<file path="config.mk">
export PLATFORM = sky130hd
export DESIGN_NAME = arp_top
export DESIGN_NICKNAME = d
export VERILOG_FILES = /design/src/pkg/arp_pkg.sv /design/src/arp_top.sv
export VERILOG_INCLUDE_DIRS = /design/src /design/src/pkg
export SDC_FILE = /design/constraint.sdc
export NUM_CORES = 2
export LEC_CHECK = 0
export ABC_AREA = 0
export CORE_AREA = 8 8 407 409
export DETAILED_ROUTE_END_ITERATION = 7
export DIE_AREA = 0 0 415 417
export DONT_BUFFER_PORTS = 1
export HOLD_SLACK_MARGIN = 0.02
export PLACE_DENSITY = 0.7
export SLEW_MARGIN = 25
export SYNTH_ARGS = -nofsm -noshare
export SYNTH_HDL_FRONTEND = slang
export SYNTH_SLANG_ARGS = --single-unit
</file>
<file path="constraint.sdc">
create_clock -name clk_sys -period 73.7 [get_ports clk_sys]
set_input_delay 3.685 -clock clk_sys [delete_from_list [all_inputs] [get_ports clk_sys]]
set_output_delay 3.685 -clock clk_sys [all_outputs]
set_load 0.02 [all_outputs]
</file>
<file path="src/pkg/arp_map.svh">
// register offsets, field positions and reset values of the result post-processing path
// Operation
// - ratios 1, 4, 16, 64; ratio 1 passes through
// - ratios 4/16/64 give 17/18/19-bit results
// - hold channel until all conversions averaged
// - busy falls only with the averaged result
// - standard sequencer uses channel 0 ratio
// - autonomous triggers still need full ratio
// - output equals (average plus offset) times gain
// - gain is unsigned field over 2^15
// - offset top bit aligns result MSB-3
// - correction always on; neutral 0x0000/0x8000
// - threshold enable per channel, std uses ch0
// - 12-bit limits against result's 12 MSBs
// - limits unsigned unipolar, signed pseudobipolar
// - high flag set when result >= upper
// - low flag set when result <= lower
// - summary alert is OR of all flags
// - flags set and hyst-clear only on averaged results
// - flags clear after being read
// - alert mode 0 adds hysteresis clearing
// - clear below upper-hyst, above lower+hyst
`ifndef ARP_MAP_SVH
`define ARP_MAP_SVH
`define ARP_AW 7
`define ARP_BASE_CFG 7'h00
`define ARP_BASE_GAIN 7'h10
`define ARP_BASE_OFS 7'h20
`define ARP_BASE_UPR 7'h30
`define ARP_BASE_LWR 7'h40
`define ARP_BASE_HYS 7'h50
`define ARP_OFS_SETUP 7'h60
`define ARP_OFS_STATUS 7'h61
`define ARP_OFS_ALERT_HI 7'h62
`define ARP_OFS_ALERT_LO 7'h63
`define ARP_CFG_OSR_LSB 0
`define ARP_CFG_TDEN_BIT 2
`define ARP_CFG_BIP_BIT 3
`define ARP_SET_SEQ_LSB 0
`define ARP_SET_AMODE_BIT 2
`define ARP_SET_AUTO_BIT 3
`define ARP_RST_GAIN 16'h8000
`define ARP_RST_UPR 12'hFFF
`define ARP_RST_LWR 12'h000
`define ARP_RST_HYS 12'h000
`endif

</file>
<file path="src/pkg/arp_pkg.sv">
// types of the result post-processing path
package arp_pkg;
  typedef enum logic [1:0] {
    ARP_SEQ_STD = 2'h0,
    ARP_SEQ_ADV = 2'h1,
    ARP_SEQ_CMD2 = 2'h2,
    ARP_SEQ_CMD1 = 2'h3
  } arp_seq_e;
  typedef logic [1:0] arp_osr_t;
endpackage

</file>
<file path="src/arp_top.sv">
// averaging, offset/gain correction and threshold alerts for multiplexed conversion results
`timescale 1ns/100ps
`include "arp_map.svh"
module arp_top
  import arp_pkg::*;
#(
  parameter int NCH = 16,
  parameter int DW = 16
) (
  input wire logic clk_sys, // core clock
  input wire logic rst, // async reset, high
  input wire logic [`ARP_AW-1:0] reg_addr, // register address
  input wire logic [15:0] reg_wdata, // write data
  input wire logic reg_wr, // write strobe
  input wire logic reg_rd, // read strobe
  output logic [15:0] reg_rdata, // read data, next cycle
  input wire logic conversion_start, // external trigger pulse
  input wire logic auto_trig, // internal autocycle trigger
  input wire logic [3:0] seq_chan, // channel asked by sequencer
  output logic [3:0] mux_chan, // channel the mux selects
  output logic mux_hold, // averaging in progress
  input wire logic conv_valid, // core result pulse
  input wire logic [DW-1:0] conv_data, // core result
  output logic busy, // data-not-ready
  output logic [18:0] res_out, // corrected result
  output logic [3:0] res_chan, // its channel
  output logic res_valid, // result pulse
  output logic summary_threshold_alert // OR of all flags
);
  generate
    if (NCH != 16 || DW != 16) begin : g_chk
      $error("arp_top serves 16 channels of 16 bits only");
    end
  endgenerate

  logic [3:0] channel_config_reg [NCH];
  logic [15:0] channel_gain_reg [NCH];
  logic [15:0] channel_offset_reg [NCH];
  logic [11:0] channel_upper_limit_reg [NCH];
  logic [11:0] channel_lower_limit_reg [NCH];
  logic [11:0] channel_hyst_reg [NCH];
  logic [3:0] setup_reg;
  logic [NCH-1:0] channel_high_alert_flag;
  logic [NCH-1:0] channel_low_alert_flag;

  arp_seq_e seq_mode;
  logic alert_mode;
  logic autocycle;
  assign seq_mode = arp_seq_e'(setup_reg[`ARP_SET_SEQ_LSB +: 2]);
  assign alert_mode = setup_reg[`ARP_SET_AMODE_BIT];
  assign autocycle = setup_reg[`ARP_SET_AUTO_BIT];

  // register writes
  logic [3:0] wch;
  logic [2:0] wgrp;
  assign wch = reg_addr[3:0];
  assign wgrp = reg_addr[6:4];

  always_ff @(posedge clk_sys or posedge rst) begin
    if (rst) begin
      for (int i = 0; i < NCH; i++) begin
        channel_config_reg[i] <= 4'h0;
        channel_gain_reg[i] <= `ARP_RST_GAIN;
        channel_offset_reg[i] <= 16'h0000;
        channel_upper_limit_reg[i] <= `ARP_RST_UPR;
        channel_lower_limit_reg[i] <= `ARP_RST_LWR;
        channel_hyst_reg[i] <= `ARP_RST_HYS;
      end
    end else if (reg_wr) begin
      unique case (wgrp)
        3'h0: channel_config_reg[wch] <= reg_wdata[3:0];
        3'h1: channel_gain_reg[wch] <= reg_wdata;
        3'h2: channel_offset_reg[wch] <= reg_wdata;
        3'h3: channel_upper_limit_reg[wch] <= reg_wdata[11:0];
        3'h4: channel_lower_limit_reg[wch] <= reg_wdata[11:0];
        3'h5: channel_hyst_reg[wch] <= reg_wdata[11:0];
        default: ;
      endcase
    end
  end

  // alert mode resets to 0 so hysteresis clearing is the default
  always_ff @(posedge clk_sys or posedge rst) begin
    if (rst) begin
      setup_reg <= 4'h0;
    end else if (reg_wr && reg_addr == `ARP_OFS_SETUP) begin
      setup_reg <= reg_wdata[3:0];
    end
  end

  // per-channel settings as seen through the sequencer mode
  function automatic arp_osr_t osr_of(input logic [3:0] ch);
    // in command modes the host keeps the field at zero
    if (seq_mode == ARP_SEQ_STD)
      return channel_config_reg[0][`ARP_CFG_OSR_LSB +: 2];
    return channel_config_reg[ch][`ARP_CFG_OSR_LSB +: 2];
  endfunction

  function automatic logic [5:0] last_of(input arp_osr_t o);
    unique case (o)
      2'h0: return 6'h00;
      2'h1: return 6'h03;
      2'h2: return 6'h0F;
      2'h3: return 6'h3F;
    endcase
  endfunction

  // conversion trigger and busy
  logic trig;
  logic [5:0] cnt;
  logic [3:0] cur_chan;
  arp_osr_t cur_osr;
  logic cur_bip;
  logic [21:0] acc;
  logic [21:0] samp_ext;
  logic last_samp;
  logic avg_valid;
  logic [21:0] avg;
  logic [3:0] avg_chan;
  arp_osr_t avg_osr;
  logic avg_bip;
  logic samp_bip;
  logic [21:0] acc_next;

  // the same count applies whichever source fires the conversions
  assign trig = autocycle ? auto_trig : conversion_start;
  assign mux_hold = (cnt != 6'h00);
  assign mux_chan = mux_hold ? cur_chan : seq_chan;
  // a process, not an assign, so the config registers read inside osr_of wake it
  always_comb begin
    last_samp = conv_valid && (cnt == last_of(mux_hold ? cur_osr : osr_of(seq_chan)));
  end

  always_comb begin
    samp_bip = mux_hold ? cur_bip : channel_config_reg[seq_chan][`ARP_CFG_BIP_BIT];
    samp_ext = samp_bip ? {{6{conv_data[DW-1]}}, conv_data} : {6'h00, conv_data};
  end
  assign acc_next = (mux_hold ? acc : 22'h000000) + samp_ext;

  // busy falls with the averaged result, not per conversion
  always_ff @(posedge clk_sys or posedge rst) begin
    if (rst) begin
      busy <= 1'b0;
    end else if (trig) begin
      busy <= 1'b1;
    end else if (res_valid) begin
      busy <= 1'b0;
    end
  end

  // channel stays selected until the ratio is met
  always_ff @(posedge clk_sys or posedge rst) begin
    if (rst) begin
      cnt <= 6'h00;
      cur_chan <= 4'h0;
      cur_osr <= 2'h0;
      cur_bip <= 1'b0;
    end else if (conv_valid) begin
      if (!mux_hold) begin
        cur_chan <= seq_chan;
        cur_osr <= osr_of(seq_chan);
        cur_bip <= channel_config_reg[seq_chan][`ARP_CFG_BIP_BIT];
      end
      cnt <= last_samp ? 6'h00 : cnt + 6'h01;
    end
  end

  // accumulate, then keep one extra bit per factor of four
  always_ff @(posedge clk_sys or posedge rst) begin
    if (rst) begin
      acc <= 22'h000000;
      avg <= 22'h000000;
      avg_valid <= 1'b0;
      avg_chan <= 4'h0;
      avg_osr <= 2'h0;
      avg_bip <= 1'b0;
    end else begin
      avg_valid <= last_samp;
      if (conv_valid) begin
        acc <= acc_next;
      end
      if (last_samp) begin
        // unipolar sums of 64 reach bit 21, so only bipolar sums may shift in a sign
        if (samp_bip) begin
          avg <= $signed(acc_next) >>> (mux_hold ? cur_osr : 2'h0);
        end else begin
          avg <= acc_next >> (mux_hold ? cur_osr : 2'h0);
        end
        avg_chan <= mux_chan;
        avg_osr <= mux_hold ? cur_osr : osr_of(seq_chan);
        avg_bip <= mux_hold ? cur_bip : channel_config_reg[seq_chan][`ARP_CFG_BIP_BIT];
      end
    end
  end

  // offset and gain correction, always active
  logic signed [21:0] ofs_al;
  logic signed [21:0] sum_c;
  logic signed [38:0] prod;
  logic signed [23:0] scaled;
  logic signed [21:0] corr;

  always_comb begin
    logic signed [23:0] hi_lim;
    logic signed [23:0] lo_lim;
    hi_lim = 24'sh0;
    lo_lim = 24'sh0;
    // offset top bit sits at result MSB-3 for every ratio
    ofs_al = 22'($signed(channel_offset_reg[avg_chan])) >>> (2'h3 - avg_osr);
    sum_c = $signed(avg) + ofs_al;
    // gain over 2^15: 0x8000 is exactly one
    prod = sum_c * $signed({1'b0, channel_gain_reg[avg_chan]});
    scaled = prod[38:15];
    // saturate to the width the ratio calls for
    if (avg_bip) begin
      hi_lim = (24'sh1 <<< (5'd15 + 5'(avg_osr))) - 24'sh1;
      lo_lim = -(24'sh1 <<< (5'd15 + 5'(avg_osr)));
    end else begin
      hi_lim = (24'sh1 <<< (5'd16 + 5'(avg_osr))) - 24'sh1;
      lo_lim = 24'sh0;
    end
    if (scaled > hi_lim) begin
      corr = hi_lim[21:0];
    end else if (scaled < lo_lim) begin
      corr = lo_lim[21:0];
    end else begin
      corr = scaled[21:0];
    end
  end

  always_ff @(posedge clk_sys or posedge rst) begin
    if (rst) begin
      res_out <= 19'h00000;
      res_chan <= 4'h0;
      res_valid <= 1'b0;
    end else begin
      res_valid <= avg_valid;
      if (avg_valid) begin
        res_out <= corr[18:0];
        res_chan <= avg_chan;
      end
    end
  end

  // threshold compare on the 12 most significant result bits
  logic signed [13:0] top12;
  logic signed [13:0] upr;
  logic signed [13:0] lwr;
  logic signed [13:0] hys;
  logic td_on;
  logic hit_hi;
  logic hit_lo;
  logic rel_hi;
  logic rel_lo;

  always_comb begin
    logic signed [21:0] sh;
    sh = corr >>> (3'd4 + 3'(avg_osr));
    top12 = sh[13:0];
    if (avg_bip) begin
      upr = 14'($signed(channel_upper_limit_reg[avg_chan]));
      lwr = 14'($signed(channel_lower_limit_reg[avg_chan]));
    end else begin
      upr = {2'h0, channel_upper_limit_reg[avg_chan]};
      lwr = {2'h0, channel_lower_limit_reg[avg_chan]};
    end
    hys = {2'h0, channel_hyst_reg[avg_chan]};
    td_on = (seq_mode == ARP_SEQ_STD) ? channel_config_reg[0][`ARP_CFG_TDEN_BIT] :
            channel_config_reg[avg_chan][`ARP_CFG_TDEN_BIT];
    // evaluated only when the averaged result exists
    hit_hi = avg_valid && td_on && (top12 >= upr);
    hit_lo = avg_valid && td_on && (top12 <= lwr);
    rel_hi = avg_valid && td_on && !alert_mode && (top12 < upr - hys);
    rel_lo = avg_valid && td_on && !alert_mode && (top12 > lwr + hys);
  end

  // flags clear a cycle after the read that returned them; a new hit wins
  logic rd_hi;
  logic rd_lo;
  assign rd_hi = reg_rd && reg_addr == `ARP_OFS_ALERT_HI;
  assign rd_lo = reg_rd && reg_addr == `ARP_OFS_ALERT_LO;

  genvar g;
  generate
    for (g = 0; g < NCH; g++) begin : g_flag
      logic sel;
      assign sel = (avg_chan == 4'(g));
      always_ff @(posedge clk_sys or posedge rst) begin
        if (rst) begin
          channel_high_alert_flag[g] <= 1'b0;
        end else if (sel && hit_hi) begin
          channel_high_alert_flag[g] <= 1'b1;
        end else if (rd_hi || (sel && rel_hi)) begin
          channel_high_alert_flag[g] <= 1'b0;
        end
      end
      always_ff @(posedge clk_sys or posedge rst) begin
        if (rst) begin
          channel_low_alert_flag[g] <= 1'b0;
        end else if (sel && hit_lo) begin
          channel_low_alert_flag[g] <= 1'b1;
        end else if (rd_lo || (sel && rel_lo)) begin
          channel_low_alert_flag[g] <= 1'b0;
        end
      end
    end
  endgenerate

  assign summary_threshold_alert = |{channel_high_alert_flag, channel_low_alert_flag};

  // read port; the host is expected to be in configuration mode here
  always_ff @(posedge clk_sys or posedge rst) begin
    if (rst) begin
      reg_rdata <= 16'h0000;
    end else if (reg_rd) begin
      unique case (wgrp)
        3'h0: reg_rdata <= {12'h000, channel_config_reg[wch]};
        3'h1: reg_rdata <= channel_gain_reg[wch];
        3'h2: reg_rdata <= channel_offset_reg[wch];
        3'h3: reg_rdata <= {4'h0, channel_upper_limit_reg[wch]};
        3'h4: reg_rdata <= {4'h0, channel_lower_limit_reg[wch]};
        3'h5: reg_rdata <= {4'h0, channel_hyst_reg[wch]};
        3'h6: begin
          unique case (reg_addr)
            `ARP_OFS_SETUP: reg_rdata <= {12'h000, setup_reg};
            `ARP_OFS_STATUS: reg_rdata <= {14'h0000, busy, summary_threshold_alert};
            `ARP_OFS_ALERT_HI: reg_rdata <= channel_high_alert_flag;
            `ARP_OFS_ALERT_LO: reg_rdata <= channel_low_alert_flag;
            default: reg_rdata <= 16'h0000;
          endcase
        end
        default: reg_rdata <= 16'h0000;
      endcase
    end else begin
      reg_rdata <= 16'h0000;
    end
  end
endmodule

</file>
# Yosys cells after proc, flatten, opt, wreduce, memory -nomap -nowiden
# Cells that the tools add are included.
classes:
  n_addsub: 12
  mul: 1
  magnitude_cmp: 10
  n_eq_ne: 29
  shift: 6
  mux: 146
  n_bitwise: 4
  n_reduce_logical: 154
op_table:
  columns: ["operator", "count"]
  rows:
  - ["$bwmux W192", 3]
  - ["$bwmux W256", 2]
  - ["$bmux W12 S4", 6]
  - ["$bmux W16 S4", 4]
  - ["$mux W16", 10]
  - ["$mux W12", 13]
  - ["$pmux W16 S7", 1]
  - ["$mux W22", 5]
  - ["$logic_and A1 B1 Y1", 75]
  - ["$mux W1", 73]
  - ["$reduce_bool A2 Y1", 33]
  - ["$bwmux W64", 1]
  - ["$demux W16 S4", 1]
  - ["$pmux W16 S4", 1]
  - ["$bmux W4 S4", 3]
  - ["$demux W12 S4", 1]
  - ["$mux W24", 2]
  - ["$sshl A2 B5 Y24 const A", 2]
  - ["$sub A24 B2 Y24 const B", 2]
  - ["$add A22 B22 Y22", 2]
  - ["$mul A22 B17 Y39", 1]
  - ["$eq A4 B4 Y1 const B", 8]
  - ["$logic_or A1 B1 Y1", 32]
  - ["$reduce_or A32 Y1", 1]
  - ["45 further kinds", 80]
word_totals:
  regBits: 1294
  input_bits: 50
  out_inout_bits: 47
  elab_cells: 506

# Logic depth before layout (Yosys ltp)
logic_depth:
  word_depth: 17
  depth_mapped: 79
  mapped_depth_nobuf: 69

# Least setup slack after synthesis
# OpenSTA, ideal clock, no wires.
synth_path:
  path_kind: "flip-flop to flip-flop"
  from: "register avg_chan[0]"
  to: "register channel_high_alert_flag[10]"
  arrival_time_ns: 17.620
  t_required_ns: 73.579
  path_slack_ns: 55.959
  stages_incl_launch_ff: 75
  n_path_buf: 10
  path_cell_list: "dfrtp_1 clkbuf_1 buf_2 buf_2 buf_2 buf_2 buf_1 buf_1 mux4_2 mux4_2 mux4_2 ha_1 inv_1 fa_1 nor2b_1 o21ai_0 a21boi_0 o21ai_0 (+39 left out) buf_6 nor2_1 clkbuf_1 a21o_1 a21o_1 o32a_1 ha_1 nand2_1 o21bai_1 a21oi_1 or2_2 o31ai_1 a21oi_1 nor4_1 or2_1 o211ai_2 buf_6 a22o_1"
synth_between:
  elab_chain_len: 16
  word_cells_on_any_way: 39
  cone_classes: "add/sub (2); mul (1); order compare (4); eq/ne (1); shift (2); mux (20); bitwise (1); reduce/logical (8)"
synth_rtl:
  columns: ["element", "line_no", "rtl"]
  rows:
  - ["start: declaration", "arp_top.sv:119", "logic [3:0] avg_chan;"]
  - ["start signal: assignment", "arp_top.sv:189", "avg_chan <= mux_chan;"]
  - ["$not A4 Y5 (not written as such)", null, null]
  - ["$bmux W16 S4", "arp_top.sv:209", "ofs_al = 22'($signed(channel_offset_reg[avg_chan])) >>> (2'h3 - avg_osr);"]
  - ["$mux W16 (not written as such) (2 in series)", "arp_top.sv:209", null]
  - ["$sshr A16 B2 Y22", "arp_top.sv:209", null]
  - ["$add A22 B22 Y22", "arp_top.sv:210", "sum_c = $signed(avg) + ofs_al;"]
  - ["$mul A22 B17 Y39", "arp_top.sv:212", "prod = sum_c * $signed({1'b0, channel_gain_reg[avg_chan]});"]
  - ["$lt A24 B24 Y1", "arp_top.sv:224", "end else if (scaled < lo_lim) begin"]
  - ["$mux W22", "arp_top.sv:224", null]
  - ["$mux W22", "arp_top.sv:222", "if (scaled > hi_lim) begin"]
  - ["$sshr A22 B3 Y14", "arp_top.sv:258", "sh = corr >>> (3'd4 + 3'(avg_osr));"]
  - ["$lt A14 B14 Y1", "arp_top.sv:273", "rel_hi = avg_valid && td_on && !alert_mode && (top12 < upr - hys);"]
  - ["$logic_and A1 B1 Y1", "arp_top.sv:273", null]
  - ["$logic_and A1 B1 Y1", "arp_top.sv:293", "end else if (rd_hi || (sel && rel_hi)) begin"]
  - ["$logic_or A1 B1 Y1", "arp_top.sv:293", null]
  - ["$reduce_bool A2 Y1 (no source line)", null, null]
  - ["end signal: indexed assignment", "arp_top.sv:290", "channel_high_alert_flag[g] <= 1'b0;"]
  - ["end signal: indexed assignment", "arp_top.sv:292", "channel_high_alert_flag[g] <= 1'b1;"]
  - ["end signal: indexed assignment", "arp_top.sv:294", "channel_high_alert_flag[g] <= 1'b0;"]
  - ["end: declaration", "arp_top.sv:43", "logic [NCH-1:0] channel_high_alert_flag;"]
# Parallel ways exist; a longest one is shown, timed or not. The select of a mux whose other input is x is not followed.
# A chain may end at the register's enable or synchronous reset.

# Final worst setup path
layout_path:
  from: "register avg_chan[0]"
  to: "register channel_high_alert_flag[6]"
# The elaborated chain is that of the path after synthesis.

==> results.json <==
{
  "endpoint": "channel_high_alert_flag[6]",
  "setup_tns_ps": 0,
  "status": "finished clean",
  "synth_top_area_frac": 0.313,
  "yosys_register_bits": 1294,
  "synth_common_cells": "mux2_2, dfrtp_1, mux4_2",
  "hold_class": "register to register",
  "htree_levels": 4,
  "r2r_cells": 64,
  "yosysTopAreaCell": "dfrtp_1",
  "clock.fmax_mhz": 50.7,
  "slew_violations": 0,
  "hold_viol": 0,
  "ys_seq_area_frac": 0.375,
  "cts.root.buffer_cell": "clkbuf_16",
  "routedWlPerCell_um": 28.3,
  "cts_hold_buf": 0,
  "busiest_layer": "met2",
  "port_buffers": 0,
  "synth_flop_cell": "dfrtp_1",
  "drtPass1Iterations": 6,
  "die_h_um": 417,
  "synth_edf_count": 0,
  "r2r_start": "avg_chan[0]",
  "place_congestion": 0.922,
  "layout-drive-gt1-share": 0.390,
  "reg2reg_to": "channel_high_alert_flag[6]",
  "clkTransAtPathRegs_ps": 60,
  "synth_warnings": 0,
  "fin_crit_ps": 19730,
  "cts.sinks": 1294,
  "critPathLaunch": "avg_chan[0]",
  "ys_async_sr_fraction": 1.00,
  "min_period_over_period": 0.268,
  "worst_pin_slew_ps": 1260,
  "postCtsSetupBuffers": 0,
  "finClkSkew_ps": 31.9,
  "worst_hold_slack_ps": 496,
  "finalInstanceArea_um2": 93300,
  "place_hpwl_mm": 161,
  "yosys-top-cells-area": "dfrtp_1, mux4_2, mux2_2",
  "dieArea_um2": 173000,
  "grt_pass1_vias": 59700,
  "start_util": 0.546,
  "maxSlewHeadroom": 0.160,
  "clock_path_buffers": 3,
  "vias": 57200,
  "placed_cell_area_um2": 88700,
  "groute.layer.met3.usage": 0.0673,
  "synthesis.area_um2": 87000,
  "required_ps": 74440,
  "io_pins": 97,
  "maxCapViolCount": 0,
  "worst_ep_arrival_time_ps": 20460,
  "finalNetCount": 7090,
  "grtUsageMet1": 0.369,
  "max_stage_delay_ps": 880,
  "drt-vias-per-instance": 6.61,
  "ant_nets": 0,
  "grtUsageTotal": 0.283,
  "area_delta_synth_final_pct": 7.29,
  "grt_max_degree": 317,
  "synthCells": 6699,
  "cp_max_fo": 81,
  "die_w_um": 415,
  "cpMostUsedCell": "o21ai_0",
  "wirelength_mm": 245,
  "grt_util_met2": 0.451,
  "crit_path_end_kind": "register",
  "cts_tree": "built",
  "rows": 147,
  "worstSetupPathType": "register to register",
  "numCtsBuffers": 140,
  "grt_pass1_wl_mm": 374,
  "r2r_slack_ps": 53970,
  "clk_latency_ps": 810,
  "synth_most_common_cell": "mux2_2",
  "cts_resized": 0,
  "drc": 0,
  "drt-initial-drc-count": 5233,
  "worst_setup_path_start_kind": "register",
  "rsz0062_at_grt": "false",
  "synth_cell_types": 92,
  "synth.avg_cell_area_um2": 13.0,
  "cpMaxStageDelayCell": "dfrtp_4",
  "setup_viol": 0,
  "antenna_found_initial": 11,
  "fp.coreArea_um2": 159000,
  "grt_overflow": 0
}
[cell usage in the layout (no fill, tap or decap), types with 48 or more instances in the layout]
cell,n
a21oi_1,150
inv_1,546
ha_1,240
clkbuf_16,143
nand2b_1,48
xnor2_1,100
mux2_2,1223
nand2_1,371
dfrtp_1,1080
dfstp_2,208
nor2_1,308
fa_1,342
buf_4,95
mux2i_1,54
mux4_2,718
o21ai_0,107
and2_1,54
[critical path, delay by kind of cell (launching register included)]
family / cells / cell delay (ps)
AOI/OAI and AO/OA: 28 / 6800
buffers and inverters: 6 / 860
muxes: 5 / 2680
xor gates and xnor gates: 2 / 850
and+or+nand+nor: 12 / 2930
adders and majority gates: 11 / 4530
DFF: 1 / 880
[per-stage QoR]
step,util,std cells,worst slack (ps)
after floorplan,-,6721,33890
after global placement,0.557,8402,54410
after detailed placement,0.557,8402,54280
after CTS,0.586,8651,54190
after global routing,0.586,8651,52580
final,0.586,8657,53970
[how the worst min path moves through the flow]
| stage | cells past startpoint | start | end | slack, ps |
|---|---|---|---|---|
| 2_1_floorplan | 0 | avg_valid | res_valid | 390 |
| 6_report | 1 | acc[0] | acc[0] | 500 |
| 4_1_cts | 1 | acc[12] | acc[12] | 500 |
| 3_3_place_gp | 2 | avg[16] | avg[16] | 470 |
| 3_5_place_dp | 1 | acc[12] | acc[12] | 490 |
| 5_1_grt | 1 | cur_chan[2] | cur_chan[2] | 510 |
[cells by family (layout without fill, tap and decap cells)]
kind of cell / after synthesis / count (layout) / share of synthesized area
AO/OA/AOI/OAI: 604 / 604 / 0.0471
XOR/XNOR: 129 / 129 / 0.0131
adder cells (fa/ha/maj): 591 / 591 / 0.114
buffers and inverters: 1057 / 901 / 0.0461
flip-flops: 1294 / 1294 / 0.375
multiplexers: 1996 / 1996 / 0.351
other: 2 / 30 / 0.0000864
AND/OR/NAND/NOR: 1026 / 1026 / 0.0533
[final cells by class]
cell class	count	area [µm²]
Clock inverter	47	526
Sequential cell	1294	32700
Timing Repair Buffer	103	838
Antenna cell	6	15.0
Multi-Input combinational cell	4370	50500
Inverter	549	2070
Clock buffer	202	4050
Fill cell	12300	66000
Tap cell	2086	2610
[metal layers]
metal,up-vias,wire (µm),part of all wire
met2,2505,115000,0.47
met3,690,20700,0.084
met1,30200,95300,0.39
met5,-,55,0.00022
met4,8,13600,0.055
li1,23900,-,-
Power is not shown: default switching activity piles up to over one toggle a cycle in this logic, so the estimate is an artifact.
